File: src/mcr_pkg.sv
// package for the modem configuration register bank
package mcr_pkg;
	// byte offsets of the three registers
	localparam logic [15:0] MCR_OFS_BW_EXP = 16'hDF0C;
	localparam logic [15:0] MCR_OFS_MANT = 16'hDF0D;
	localparam logic [15:0] MCR_OFS_FMT = 16'hDF0E;
	// reset values
	localparam logic [1:0] MCR_RST_CHAN_EXP = 2'h2;
	localparam logic [1:0] MCR_RST_CHAN_MANT = 2'h0;
	localparam logic [3:0] MCR_RST_SYM_EXP = 4'hC;
	localparam logic [7:0] MCR_RST_SYM_MANT = 8'h22;
	localparam logic MCR_RST_DC_BYPASS = 1'b0;
	localparam logic [2:0] MCR_RST_MOD = 3'h0;
	// field positions
	localparam int MCR_CHAN_EXP_LSB = 6;
	localparam int MCR_CHAN_MANT_LSB = 4;
	localparam int MCR_SYM_EXP_LSB = 0;
	localparam int MCR_DC_BYPASS_BIT = 7;
	localparam int MCR_MOD_LSB = 4;
	// modulation codes
	localparam logic [2:0] MCR_MOD_2FSK = 3'h0;
	localparam logic [2:0] MCR_MOD_GFSK = 3'h1;
	localparam logic [2:0] MCR_MOD_MSK = 3'h7;
	// symbol-rate format: implicit leading one in the mantissa
	localparam logic [8:0] MCR_SYM_HIDDEN_ONE = 9'h100;
	localparam int MCR_SYM_RATE_SHIFT = 28;

	// bus state
	typedef enum logic [1:0] {
		MCR_IDLE = 2'b01,
		MCR_ACK = 2'b10
	} mcr_bus_st_t;

	// configuration exported to the datapath
	typedef struct packed {
		logic [1:0] chan_filter_exp;
		logic [1:0] chan_filter_mant;
		logic [3:0] symrate_exp;
		logic [7:0] symrate_mant;
		logic dc_block_bypass;
		logic [2:0] modulation_select;
	} mcr_cfg_t;
endpackage : mcr_pkg

File: src/mcr_modem_config_regs.sv
// modem configuration register bank with Avalon-MM slave
//
// Contract
// - chan filter exponent bits 7:6 and mantissa bits 5:4 set decimation
// - symbol-rate exponent is 4-bit rw field at bits 3:0, reset 1100
// - symbol rate mantissa has nine bits, ninth an implicit one
// - rate equals (256+mantissa) times 2^exp over 2^28 times reference
// - symbol-rate mantissa is a full rw byte resetting to 0x22
// - bit 7 of third register bypasses dc block filter, reset 0
// - modulation field bits 6:4 resets 000; 000 2-FSK, 001 GFSK
module mcr_modem_config_regs (
	input wire logic clk, // 40 MHz system clock
	input wire logic rst, // synchronous active-high reset
	input wire logic [15:0] avs_address, // byte address
	input wire logic avs_read, // read request
	input wire logic avs_write, // write request
	input wire logic [31:0] avs_writedata, // write data, low byte used
	input wire logic [3:0] avs_byteenable, // byte lanes
	output logic [31:0] avs_readdata, // read data
	output logic avs_waitrequest, // stall until ack cycle
	output mcr_pkg::mcr_cfg_t cfg, // fields to filter, rate gen, demod
	output logic [8:0] symrate_full_mant, // mantissa with hidden one
	output logic modulation_defined // code is 2-FSK, GFSK or MSK
);
	import mcr_pkg::*;

	mcr_bus_st_t st_q, st_d;
	mcr_cfg_t cfg_q, cfg_d;
	logic [31:0] rdata_q, rdata_d;
	logic req;
	logic [7:0] wbyte;
	logic wen;

	assign req = avs_read | avs_write;
	assign wbyte = avs_writedata[7:0];
	// only lane 0 carries register data; other lanes are ignored
	assign wen = (st_q == MCR_ACK) && avs_write && avs_byteenable[0];

	// one wait cycle then ack; gives a registered readdata path
	always_comb begin
		st_d = st_q;
		unique case (st_q)
			MCR_IDLE: begin
				if (req) begin
					st_d = MCR_ACK;
				end
			end
			MCR_ACK: begin
				st_d = MCR_IDLE;
			end
			// a corrupted code falls back to idle rather than locking the bus
			default: begin
				st_d = MCR_IDLE;
			end
		endcase
	end
	// stall only while a request waits for its ack cycle
	assign avs_waitrequest = req && (st_q != MCR_ACK);

	// the bus state is always one of the two one-hot codes
	bus_state_onehot_a: assert property (@(posedge clk) disable iff (rst)
		$onehot(st_q))
		else $error("bus state not one-hot");
	// the ack comes one cycle after the request is taken
	ack_one_wait_a: assert property (@(posedge clk) disable iff (rst)
		(st_q == MCR_IDLE && req) |=> !avs_waitrequest)
		else $error("ack not one cycle after request");

	// register updates at the acking edge
	always_comb begin
		cfg_d = cfg_q;
		if (wen) begin
			unique case (avs_address)
				MCR_OFS_BW_EXP: begin
					cfg_d.chan_filter_exp = wbyte[MCR_CHAN_EXP_LSB +: 2];
					cfg_d.chan_filter_mant = wbyte[MCR_CHAN_MANT_LSB +: 2];
					cfg_d.symrate_exp = wbyte[MCR_SYM_EXP_LSB +: 4];
				end
				MCR_OFS_MANT: begin
					cfg_d.symrate_mant = wbyte;
				end
				MCR_OFS_FMT: begin
					cfg_d.dc_block_bypass = wbyte[MCR_DC_BYPASS_BIT];
					cfg_d.modulation_select = wbyte[MCR_MOD_LSB +: 3];
				end
				default: begin
					cfg_d = cfg_q; // unmapped write is dropped
				end
			endcase
		end
	end

	// each accepted write lands in its fields at the acking edge
	exp_write_a: assert property (@(posedge clk) disable iff (rst)
		(wen && avs_address == MCR_OFS_BW_EXP)
		|=> cfg.symrate_exp == $past(avs_writedata[3:0])
		&& cfg.chan_filter_exp == $past(avs_writedata[7:6]))
		else $error("exponent write lost");
	chan_mant_a: assert property (@(posedge clk) disable iff (rst)
		(wen && avs_address == MCR_OFS_BW_EXP)
		|=> cfg.chan_filter_mant == $past(avs_writedata[5:4]))
		else $error("channel mantissa write lost");
	mant_write_a: assert property (@(posedge clk) disable iff (rst)
		(wen && avs_address == MCR_OFS_MANT)
		|=> cfg.symrate_mant == $past(avs_writedata[7:0]))
		else $error("mantissa write lost");
	fmt_write_a: assert property (@(posedge clk) disable iff (rst)
		(wen && avs_address == MCR_OFS_FMT)
		|=> cfg.dc_block_bypass == $past(avs_writedata[7])
		&& cfg.modulation_select == $past(avs_writedata[6:4]))
		else $error("format write lost");
	// writes outside the three offsets or with lane 0 off leave every field alone
	unmapped_write_a: assert property (@(posedge clk) disable iff (rst)
		(wen && avs_address != MCR_OFS_BW_EXP && avs_address != MCR_OFS_MANT
		&& avs_address != MCR_OFS_FMT)
		|=> $stable(cfg))
		else $error("unmapped write changed a field");
	lane_off_a: assert property (@(posedge clk) disable iff (rst)
		(st_q == MCR_ACK && avs_write && !avs_byteenable[0]) |=> $stable(cfg))
		else $error("write with lane 0 off changed a field");

	// readback; low nibble of the format register reads zero here
	always_comb begin
		rdata_d = 32'h0000_0000;
		if (st_q == MCR_IDLE && avs_read) begin
			unique case (avs_address)
				MCR_OFS_BW_EXP: rdata_d[7:0] = {cfg_q.chan_filter_exp, cfg_q.chan_filter_mant, cfg_q.symrate_exp};
				MCR_OFS_MANT: rdata_d[7:0] = cfg_q.symrate_mant;
				MCR_OFS_FMT: rdata_d[7:0] = {cfg_q.dc_block_bypass, cfg_q.modulation_select, 4'h0};
				default: rdata_d = 32'h0000_0000; // unmapped reads zero
			endcase
		end else if (st_q == MCR_ACK) begin
			rdata_d = rdata_q;
		end
	end

	// read data stands at the ack edge with the register image in the low byte
	read_back_a: assert property (@(posedge clk) disable iff (rst)
		(st_q == MCR_IDLE && avs_read && avs_address == MCR_OFS_MANT)
		|=> avs_readdata == {24'h00_0000, cfg.symrate_mant})
		else $error("mantissa readback wrong");
	bw_read_a: assert property (@(posedge clk) disable iff (rst)
		(st_q == MCR_IDLE && avs_read && avs_address == MCR_OFS_BW_EXP)
		|=> avs_readdata == {24'h00_0000, cfg.chan_filter_exp, cfg.chan_filter_mant, cfg.symrate_exp})
		else $error("filter and exponent readback wrong");
	fmt_read_a: assert property (@(posedge clk) disable iff (rst)
		(st_q == MCR_IDLE && avs_read && avs_address == MCR_OFS_FMT)
		|=> avs_readdata == {24'h00_0000, cfg.dc_block_bypass, cfg.modulation_select, 4'h0})
		else $error("format readback wrong");
	// unmapped reads answer zero rather than stale data
	hole_read_a: assert property (@(posedge clk) disable iff (rst)
		(st_q == MCR_IDLE && avs_read && avs_address != MCR_OFS_BW_EXP
		&& avs_address != MCR_OFS_MANT && avs_address != MCR_OFS_FMT)
		|=> avs_readdata == 32'h0000_0000)
		else $error("unmapped read not zero");

	// bus handshake state
	always_ff @(posedge clk) begin
		if (rst) begin
			st_q <= MCR_IDLE;
		end else begin
			st_q <= st_d;
		end
	end

	// configuration fields; reset puts filter, rate and format at their defaults
	always_ff @(posedge clk) begin
		if (rst) begin
			cfg_q <= '{chan_filter_exp: MCR_RST_CHAN_EXP, chan_filter_mant: MCR_RST_CHAN_MANT,
				symrate_exp: MCR_RST_SYM_EXP, symrate_mant: MCR_RST_SYM_MANT,
				dc_block_bypass: MCR_RST_DC_BYPASS, modulation_select: MCR_RST_MOD};
		end else begin
			cfg_q <= cfg_d;
		end
	end

	// read data register, held through the ack and cleared by the next idle cycle with no read
	always_ff @(posedge clk) begin
		if (rst) begin
			rdata_q <= 32'h0000_0000;
		end else begin
			rdata_q <= rdata_d;
		end
	end

	// fields move only on an accepted write
	stable_cfg_a: assert property (@(posedge clk) disable iff (rst)
		!wen |=> $stable(cfg))
		else $error("config changed without write");
	// every field holds its reset value at the first edge after a reset cycle
	reset_val_a: assert property (@(posedge clk)
		(!rst && $past(rst))
		|-> cfg.chan_filter_exp == MCR_RST_CHAN_EXP && cfg.chan_filter_mant == MCR_RST_CHAN_MANT
		&& cfg.symrate_exp == MCR_RST_SYM_EXP && cfg.symrate_mant == MCR_RST_SYM_MANT
		&& cfg.dc_block_bypass == MCR_RST_DC_BYPASS && cfg.modulation_select == MCR_RST_MOD)
		else $error("reset value wrong");

	assign avs_readdata = rdata_q;
	// outputs are the stored fields, no extra stage
	assign cfg = cfg_q;
	// the rate generator needs the implicit one to form (256+m)<<e >> 28
	assign symrate_full_mant = MCR_SYM_HIDDEN_ONE | {1'b0, cfg_q.symrate_mant};

	// the ninth mantissa bit is always one and never stored
	hidden_one_a: assert property (@(posedge clk) disable iff (rst)
		symrate_full_mant[8] && symrate_full_mant[7:0] == cfg.symrate_mant)
		else $error("hidden one missing");

	// reserved codes are stored but flagged so the demod holds its default path
	assign modulation_defined = (cfg_q.modulation_select == MCR_MOD_2FSK) ||
		(cfg_q.modulation_select == MCR_MOD_GFSK) || (cfg_q.modulation_select == MCR_MOD_MSK);

	// 2-FSK and GFSK are always usable formats
	known_mod_a: assert property (@(posedge clk) disable iff (rst)
		(cfg.modulation_select == MCR_MOD_2FSK || cfg.modulation_select == MCR_MOD_GFSK)
		|-> modulation_defined)
		else $error("defined format flagged reserved");
	// code 010 is reserved and must not pass as a format
	rsvd_flag_a: assert property (@(posedge clk) disable iff (rst)
		(cfg.modulation_select == 3'h2) |-> !modulation_defined)
		else $error("reserved format flagged defined");

	// main scenarios: writes, reads, reserved and MSK formats, dc filter bypass
	cov_wr_c: cover property (@(posedge clk) disable iff (rst) wen);
	cov_rd_c: cover property (@(posedge clk) disable iff (rst) st_q == MCR_ACK && avs_read);
	cov_rsvd_c: cover property (@(posedge clk) disable iff (rst) !modulation_defined);
	cov_msk_c: cover property (@(posedge clk) disable iff (rst) cfg.modulation_select == MCR_MOD_MSK);
	cov_bypass_c: cover property (@(posedge clk) disable iff (rst) cfg.dc_block_bypass);
endmodule : mcr_modem_config_regs

File: config.mk
export PLATFORM = sky130hd
export DESIGN_NAME = mcr_modem_config_regs
export DESIGN_NICKNAME = d
export VERILOG_FILES = /design/src/mcr_pkg.sv /design/src/mcr_modem_config_regs.sv
export SDC_FILE = /design/constraint.sdc
export NUM_CORES = 1
export LEC_CHECK = 0
export BUFFER_PORTS_ARGS = -buffer_cell sky130_fd_sc_hd__buf_2
export CAP_MARGIN = 40
export CELL_PAD_IN_SITES_DETAIL_PLACEMENT = 1
export CELL_PAD_IN_SITES_GLOBAL_PLACEMENT = 2
export CORE_UTILIZATION = 21
export CTS_CLUSTER_SIZE = 25
export DETAILED_ROUTE_END_ITERATION = 8
export PLACE_DENSITY_LB_ADDON = 0.15
export SLEW_MARGIN = 20
export SYNTH_ARGS = -nofsm -noshare
export SYNTH_HDL_FRONTEND = slang
export SYNTH_SLANG_ARGS = --single-unit
File: constraint.sdc
create_clock -name clk -period 1.75 [get_ports clk]
set_input_delay 0.35 -clock clk [delete_from_list [all_inputs] [get_ports clk]]
set_output_delay 0.35 -clock clk [all_outputs]
set_load 0.005 [all_outputs]
Word level (Yosys, flattened, before mapping)
Index checks and enable logic that the tools add are counted.
- equality and inequality tests: 9
- muxes and demuxes: 3
- bitwise gates (word level): 2
- reductions and logical operators: 11
- operator list (kind ; count):
    equality test 16 bit (second input constant) ; 3
    case mux 8 bit (3 select lines) ; 1
    2-to-1 mux 8 bit ; 2
    AND reduction 2 bit ; 3
    logical AND 1 bit ; 4
    equality test 3 x 1 -> 1 bit (second input constant) ; 1
    equality test 3 bit (second input constant) ; 1
    logical NOT 3 bit ; 1
    equality test 2 x 1 -> 1 bit (second input constant) ; 1
    equality test 2 bit (second input constant) ; 1
    logical OR 1 bit ; 2
    != test 2 x 1 -> 1 bit (second input constant) ; 1
    != test 2 bit (second input constant) ; 1
    OR reduction 2 bit ; 1
    NOT 1 bit ; 1
    bitwise OR 1 bit ; 1
- register bits after elaboration: 30
- input port bits: 56

Longest topological paths before layout
Gate-level depths: netlist of the first run.
- word-level depth: 4
- depth in mapped cells: 6
- gate-level depth less buffers: 4

Worst setup path before layout of the first run
OpenSTA, ideal clock, no wires.
- kind: input port to flip-flop
- start: input port avs_address[5]
- end: register rdata_q[0] (netlist: avs_readdata[0])
- data arrival time: 1412 ps
- data required time: 1681 ps
- path slack: 269 ps
- stages on the path: 4
- buffers on the path: 0
- cells stage by stage: nor4_4 > nand2_2 > or4_4 > o21ai_1
- longest elaborated chain between the ends: 3
- ends and longest elaborated chain (element ; line ; text):
    start: declaration ; mcr_modem_config_regs.sv:14 ; input wire logic [15:0] avs_address,
    equality test 16 bit ; mcr_modem_config_regs.sv:126 ; unique case (avs_address)
    case mux 8 bit (3 select lines) * ; mcr_modem_config_regs.sv:126 ;
    2-to-1 mux 8 bit * ; mcr_modem_config_regs.sv:125 ; if (st_q == MCR_IDLE && avs_read) begin
    end signal: assignment ; mcr_modem_config_regs.sv:182 ; rdata_q <= rdata_d;
    end: declaration ; mcr_modem_config_regs.sv:29 ; logic [31:0] rdata_q, rdata_d;
Every way passes the cells marked *; elsewhere a longest branch is shown, timed or not.
A chain may end at the register's enable or synchronous reset.

Final worst setup path of the first run
- start: register st_q[0]
- end: register rdata_q[0] (netlist: avs_readdata[0])
- longest elaborated chain between the ends: 3
- ends and longest elaborated chain (element ; line ; text):
    start: declaration ; mcr_modem_config_regs.sv:27 ; mcr_bus_st_t st_q, st_d;
    start signal: assignment ; mcr_modem_config_regs.sv:162 ; st_q <= st_d;
    equality test 2 x 1 -> 1 bit ; mcr_modem_config_regs.sv:125 ;
    logical AND 1 bit ; mcr_modem_config_regs.sv:125 ;
    != test 2 x 1 -> 1 bit (no line) or 2-to-1 mux 8 bit (tied branches) ; - ;
Parallel ways exist; a longest one is shown, timed or not.

==> metrics.txt, run 1 <==
DRT iter0 DRCs=59; Synth area leaders=dfxtp_1, buf_4, mux2i_1; CP arrival=1.75 ns; Worst-path clk slew=0.07 ns; Post-Synth Simple-Gate Area=23.3%; Detail Route Antenna Nets=0; Leak=0.000937 uW; period utilization=87.6%; max-capacitance violation count=0; # IOs=119; Hold/Removal Path Class=in2reg; Slowest cell on crit path=or4_4; Via density=4.18; Initial Util=21.6%; Layout area overhead=24.9%; Post-Route WL=4840 um; PostCTS Resize Cnt=0; Worst path top cell family by delay=simple AND/OR/NAND/NOR gates; Horiz. Die Dim=91.2 um; total power draw=1400 uW; Sum Neg Setup Slack=0 ns; RePlAce Congestion=0.688; post-synthesis xor/xnor area fraction=0%; Fin Clk Skew=0.00392 ns; Post-Synth Adder-Cell Area=0%; share of cells above drive strength 1=33.7%; CTS hold repair buffers=0; CP Capture Type=register; postcts setup bufs=0; Nets=310; Worst-Skew Late Latency=0.28 ns; pwr dens=673 mW/mm^2; fmax=0.652 GHz; initial antenna violation count=0; first-pass GRT wire length=7690 um; final hold vios=0; cell accounting for the most synthesized area=dfxtp_1; core area=0.00773 mm^2; hold slack=0.324 ns; Worst EP required=1.97 ns; post-synthesis cell type count=31; Total GRT Usage=12.2%; CTS Buffer Depth=2; RSZ-0062 raised after global routing=false; CP Cell Sequence=nor3b_1 > nand3_1 > or4_4 > o21ai_1; Cell Area, Synth=0.00167 mm^2; vias in the first global route=1460; CP startpoint kind=register; die area=0.00831 mm^2; final-report max-slew violation count=0; largest stage delay on the critical path=0.50 ns; # diodes=0; minimum clock period=1.53 ns; Gate Count Post-Synth=193; PortBufs=66; largest net degree at the start of global routing=26; drt pass-1 iters=4; post-synthesis sequential area ratio=36.0%; status=finished clean; Compound-Gate Fraction of Synth Area=15.1%; Synth Area per Inst=8.65 um^2; CTS tree=built; drt wl/cell=13.6 um; CTS sink cnt=30; HPWL after DPL=3660 um; WS Path Type=reg2reg; worst-path fanout max=5; total CTS buffers=5; mux contribution to synthesized area=7.19%; CP Buf/Inv Count=0; final core utilization=27.0%; DR vias=1493; number of H-tree levels=2; DRC viols=0; Synth Warn #=0; GRT overflow=0; peak supply drop=203 uV; largest family of logic cells by synthesized area=simple AND/OR/NAND/NOR gates; Die Y=91.2 um; Finish-stage setup viols=0; share of the synthesized area in the top cell type=36.0%; row count=32; Layout Cells excl Fill=357; clock root buffer=clkbuf_8; Placed Cells=349; count of state elements after synthesis=30
[cell type report]
class                      instances  area (um^2)
fill                             949         5640
sequential                        30          601
tap                              102          128
multi-input combinational        141          856
timing repair buffer              74          403
inverter                           2         7.51
clock inverter                     1         5.00
clock buffer                       7         86.3
[cells by family (layout without fill, tap and decap cells)]
logic type	after synthesis	in the layout
AOI/OAI and AO/OA	43	43
buffers and inverters	45	84
DFF	30	30
muxes	12	12
other	2	25
and+or+nand+nor	61	61
[registers in the layout (all words and copies together) (netlist names)]
name          cells
cfg              20
st_q              2
avs_readdata      8
[tightest hold or removal path, cell delays in order]
cell,delay [ns]
buf_2,0.09
nand3_1,0.06
nand3b_1,0.08
[stage by stage]
stage	worst slack (ns)	cell area, um^2
after global placement	0.0448	1990
after CTS	0.188	2090
after detailed placement	0.0434	1990
after floorplan	0.269	1760
after global routing	0.118	2090
final	0.217	2090
[power breakdown]
group | switching (uW) | internal [uW]
Combinational | 70.3 | 51.4
Sequential | 4.38 | 687
Clock | 273 | 317
Total | 348 | 1060
[cell usage after synthesis]
cell type / count
buf_4: 34
dfxtp_1: 30
o21ai_0: 22
nand3_1: 20
a21oi_1: 12
mux2i_1: 12
nand2_1: 8
nand2b_1: 8
clkbuf_1: 5
nand3b_1: 5
a22o_1: 4
o21ai_1: 4
and4b_1: 3
buf_2: 3
nand4b_1: 3
conb_1: 2
inv_1: 2
nor3b_1: 2
or3_1: 2
a2111oi_4: 1
and2_0: 1
and2b_1: 1
and3_1: 1
and4_1: 1
buf_1: 1
nand2_2: 1
nand4_1: 1
nor2_1: 1
nor3_2: 1
nor4_4: 1
or4_4: 1
[cells in the final DEF (no fill, tap or decap), types with 2 or more instances in the layout]
cell type and n:
a21oi_1 12, a22o_1 4, and4b_1 3, buf_2 66
buf_4 7, clkbuf_8 6, conb_1 25, dfxtp_1 30
inv_1 2, mux2i_1 12, nand2_1 8, nand2b_1 8
nand3_1 20, nand3b_1 5, nand4b_1 3, nor3b_1 2
o21ai_0 22, o21ai_1 4, or3_1 2
[path summary, 6_finish.rpt]
check	cells after the start	from	slack, ns	end
setup / recovery	4	st_q[0]	0.22	avs_readdata[0]
hold reg to reg	2	avs_readdata[3]	0.45	avs_readdata[3]
hold / removal	3	avs_writedata[2]	0.32	cfg[14]
setup reg to reg	4	st_q[0]	0.22	avs_readdata[0]
[metal layers]
metal  vias up  wire (um)  global-route usage, %
met5         -          0                      0
met4         0         85                   5.16
met3         6        246                   2.51
met2        58       2280                   19.6
met1       685       2240                   15.8
li1        744          -                      -
No activity file was read; power rests on OpenSTA's default activity.
==> inputs of run 2 (changes only) <==
--- a/config.mk
+++ b/config.mk
@@ -9,7 +9,8 @@
 export CAP_MARGIN = 40
 export CELL_PAD_IN_SITES_DETAIL_PLACEMENT = 1
 export CELL_PAD_IN_SITES_GLOBAL_PLACEMENT = 2
-export CORE_UTILIZATION = 21
+export CORE_UTILIZATION = 22
+export CTS_BUF_LIST = sky130_fd_sc_hd__clkbuf_8
 export CTS_CLUSTER_SIZE = 25
 export DETAILED_ROUTE_END_ITERATION = 8
 export PLACE_DENSITY_LB_ADDON = 0.15
==> metrics.txt, run 2 (synthesis results as in run 1) <==
status=finished clean; R2R Setup Slk=0.22 ns (about the same); vias in the first global route=1395 (-4.5%); Worst EP required=1.96 ns (about the same); final-report max-slew violation count=0 (unchanged); drt pass-1 iters=4 (unchanged); Worst-Skew Late Latency=0.28 ns (about the same); Initial Util=22.9% (+1.3 points); worst-path fanout max=5 (unchanged); largest stage delay on the critical path=0.50 ns (about the same); drt wl/cell=13.8 um (+1.6%); largest net degree at the start of global routing=26 (unchanged); Worst path top cell family by delay=simple AND/OR/NAND/NOR gates; max reg flops=20 (unchanged); final core utilization=28.8% (+1.8 points); Hold/Removal Path Class=in2reg; Via density=4.29 (+2.6%); CP Capture Type=register; first-pass GRT wire length=7410 um (-3.7%); CP Launch Point=st_q[0]; minimum clock period=1.53 ns (-0.00431 ns); total CTS buffers=5 (unchanged); GRT overflow=0 (unchanged); Total GRT Usage=12.6% (+0.40 points); RSZ-0062 raised after global routing=false; period utilization=87.3% (-0.25 points); R2R Path End=avs_readdata[2]; CTS sink cnt=30 (unchanged); PortBufs=66 (unchanged); CP startpoint kind=register; max-capacitance violation count=0 (unchanged); most frequent cells in the layout=buf_2, dfxtp_1, conb_1; CP Buf/Inv Count=0 (unchanged); pwr dens=665 mW/mm^2 (-1.2%); Register-to-Register Path Depth=4 (unchanged); Fin Clk Skew=0.00482 ns (+0.000898 ns); DRT iter0 DRCs=34 (-42%); Detail Route Antenna Nets=0 (unchanged); CTS Buffer Depth=2 (unchanged); postcts setup bufs=0 (unchanged); CP arrival=1.74 ns (about the same); hold slack=0.327 ns (+0.00265 ns); initial antenna violation count=0 (unchanged); DRC viols=0 (unchanged); Layout area overhead=25.5%; RePlAce Congestion=0.667 (-3.1%); fmax=0.654 GHz (+0.28%); # diodes=0 (unchanged); Post-Route WL=4910 um (+1.3%); final hold vios=0 (unchanged); Slowest cell on crit path=or4_4; Leak=0.000950 uW (+1.5%); CP Cell Sequence=nor3b_1 > nand3_1 > or4_4 > o21ai_1; DR vias=1527 (+2.3%); clock root buffer=clkbuf_8; Hold Path Depth=3 (unchanged); share of cells above drive strength 1=34.2% (+0.52 points); number of H-tree levels=2 (unchanged); Hold Crit Endpoint=cfg[5]; peak supply drop=259 uV (+28%); commonest non-fill, non-tap cell in the layout=buf_2; die area=0.00795 mm^2 (-4.4%); Worst-path clk slew=0.07 ns (about the same); PostCTS Resize Cnt=0 (unchanged); # IOs=119 (unchanged); core area=0.00729 mm^2 (-5.6%); Nets=312 (+0.65%); HPWL after DPL=3740 um (+2.0%); Fillers=933 (-1.7%); row count=31 (-3.1%); Horiz. Die Dim=89.1 um (-2.2%); hold path start=avs_writedata[1]; WS Path Type=reg2reg; CTS tree=built; Critical R2R Launch=st_q[0]; Sum Neg Setup Slack=0 ns (unchanged); Die Y=89.1 um (-2.2%); Finish-stage setup viols=0 (unchanged); CTS hold repair buffers=0 (unchanged)
-- run 2: changes by cell type in the layout (fill, tap and decap cells not counted) --
cell,change
buf_4,+2
clkbuf_1,-1
inv_1,+1
-- run 2: how the worst max path moves through the flow --
stage,slack (ns),end,cells past startpoint
6_report,0.22,avs_readdata[2],4
3_5_place_dp,0.04,avs_readdata[0],5
2_1_floorplan,0.27,avs_readdata[0],4
3_3_place_gp,0.05,avs_readdata[2],5
5_1_grt,0.06,avs_readdata[0],4
4_1_cts,0.19,avs_readdata[0],4
-- run 2: worst register-to-register path: stages, from the launching register on --
cell and delay [ns]:
dfxtp_1 0.37, nor3b_1 0.27, nand3_1 0.18, or4_4 0.50, o21ai_1 0.15
-- run 2: report_power, final --
group / leakage, uW / total (uW) / internal (uW) / switching, uW
Combinational: 0.000656 / 125 / 54.3 / 71.1
Clock: 0.0000524 / 577 / 311 / 266
Sequential: 0.000242 / 691 / 687 / 4.43
-- run 2: through the flow --
step / instances / cell area [um^2] / setup WS (ns) / power (uW)
after floorplan: 216 / 1760 / 0.269 / 803
after global placement: 348 / 2010 / 0.0533 / 833
after detailed placement: 348 / 2010 / 0.0356 / 833
after CTS: 356 / 2100 / 0.189 / 1420
after global routing: 356 / 2100 / 0.0556 / 1470
final: 356 / 2100 / 0.222 / 1390
-- run 2: area by class of cell --
| cell class | instances | area [um^2] | share of cell area [%] |
|---|---|---|---|
| Sequential cell | 30 | 601 | 28.6 |
| Clock inverter | 2 | 8.76 | 0.418 |
| Inverter | 2 | 7.51 | 0.358 |
| Clock buffer | 6 | 82.6 | 3.94 |
| Timing Repair Buffer | 76 | 418 | 19.9 |
| Tap cell | 99 | 124 | 5.91 |
| Multi-Input combinational cell | 141 | 856 | 40.8 |
-- run 2: metal layers --
metal | share of wire, % | GRT usage [%]
met1 | 48 | 16.7
met4 | 0.86 | 3.46
met3 | 5.3 | 2.68
met5 | 0 | 0
met2 | 46 | 20.7
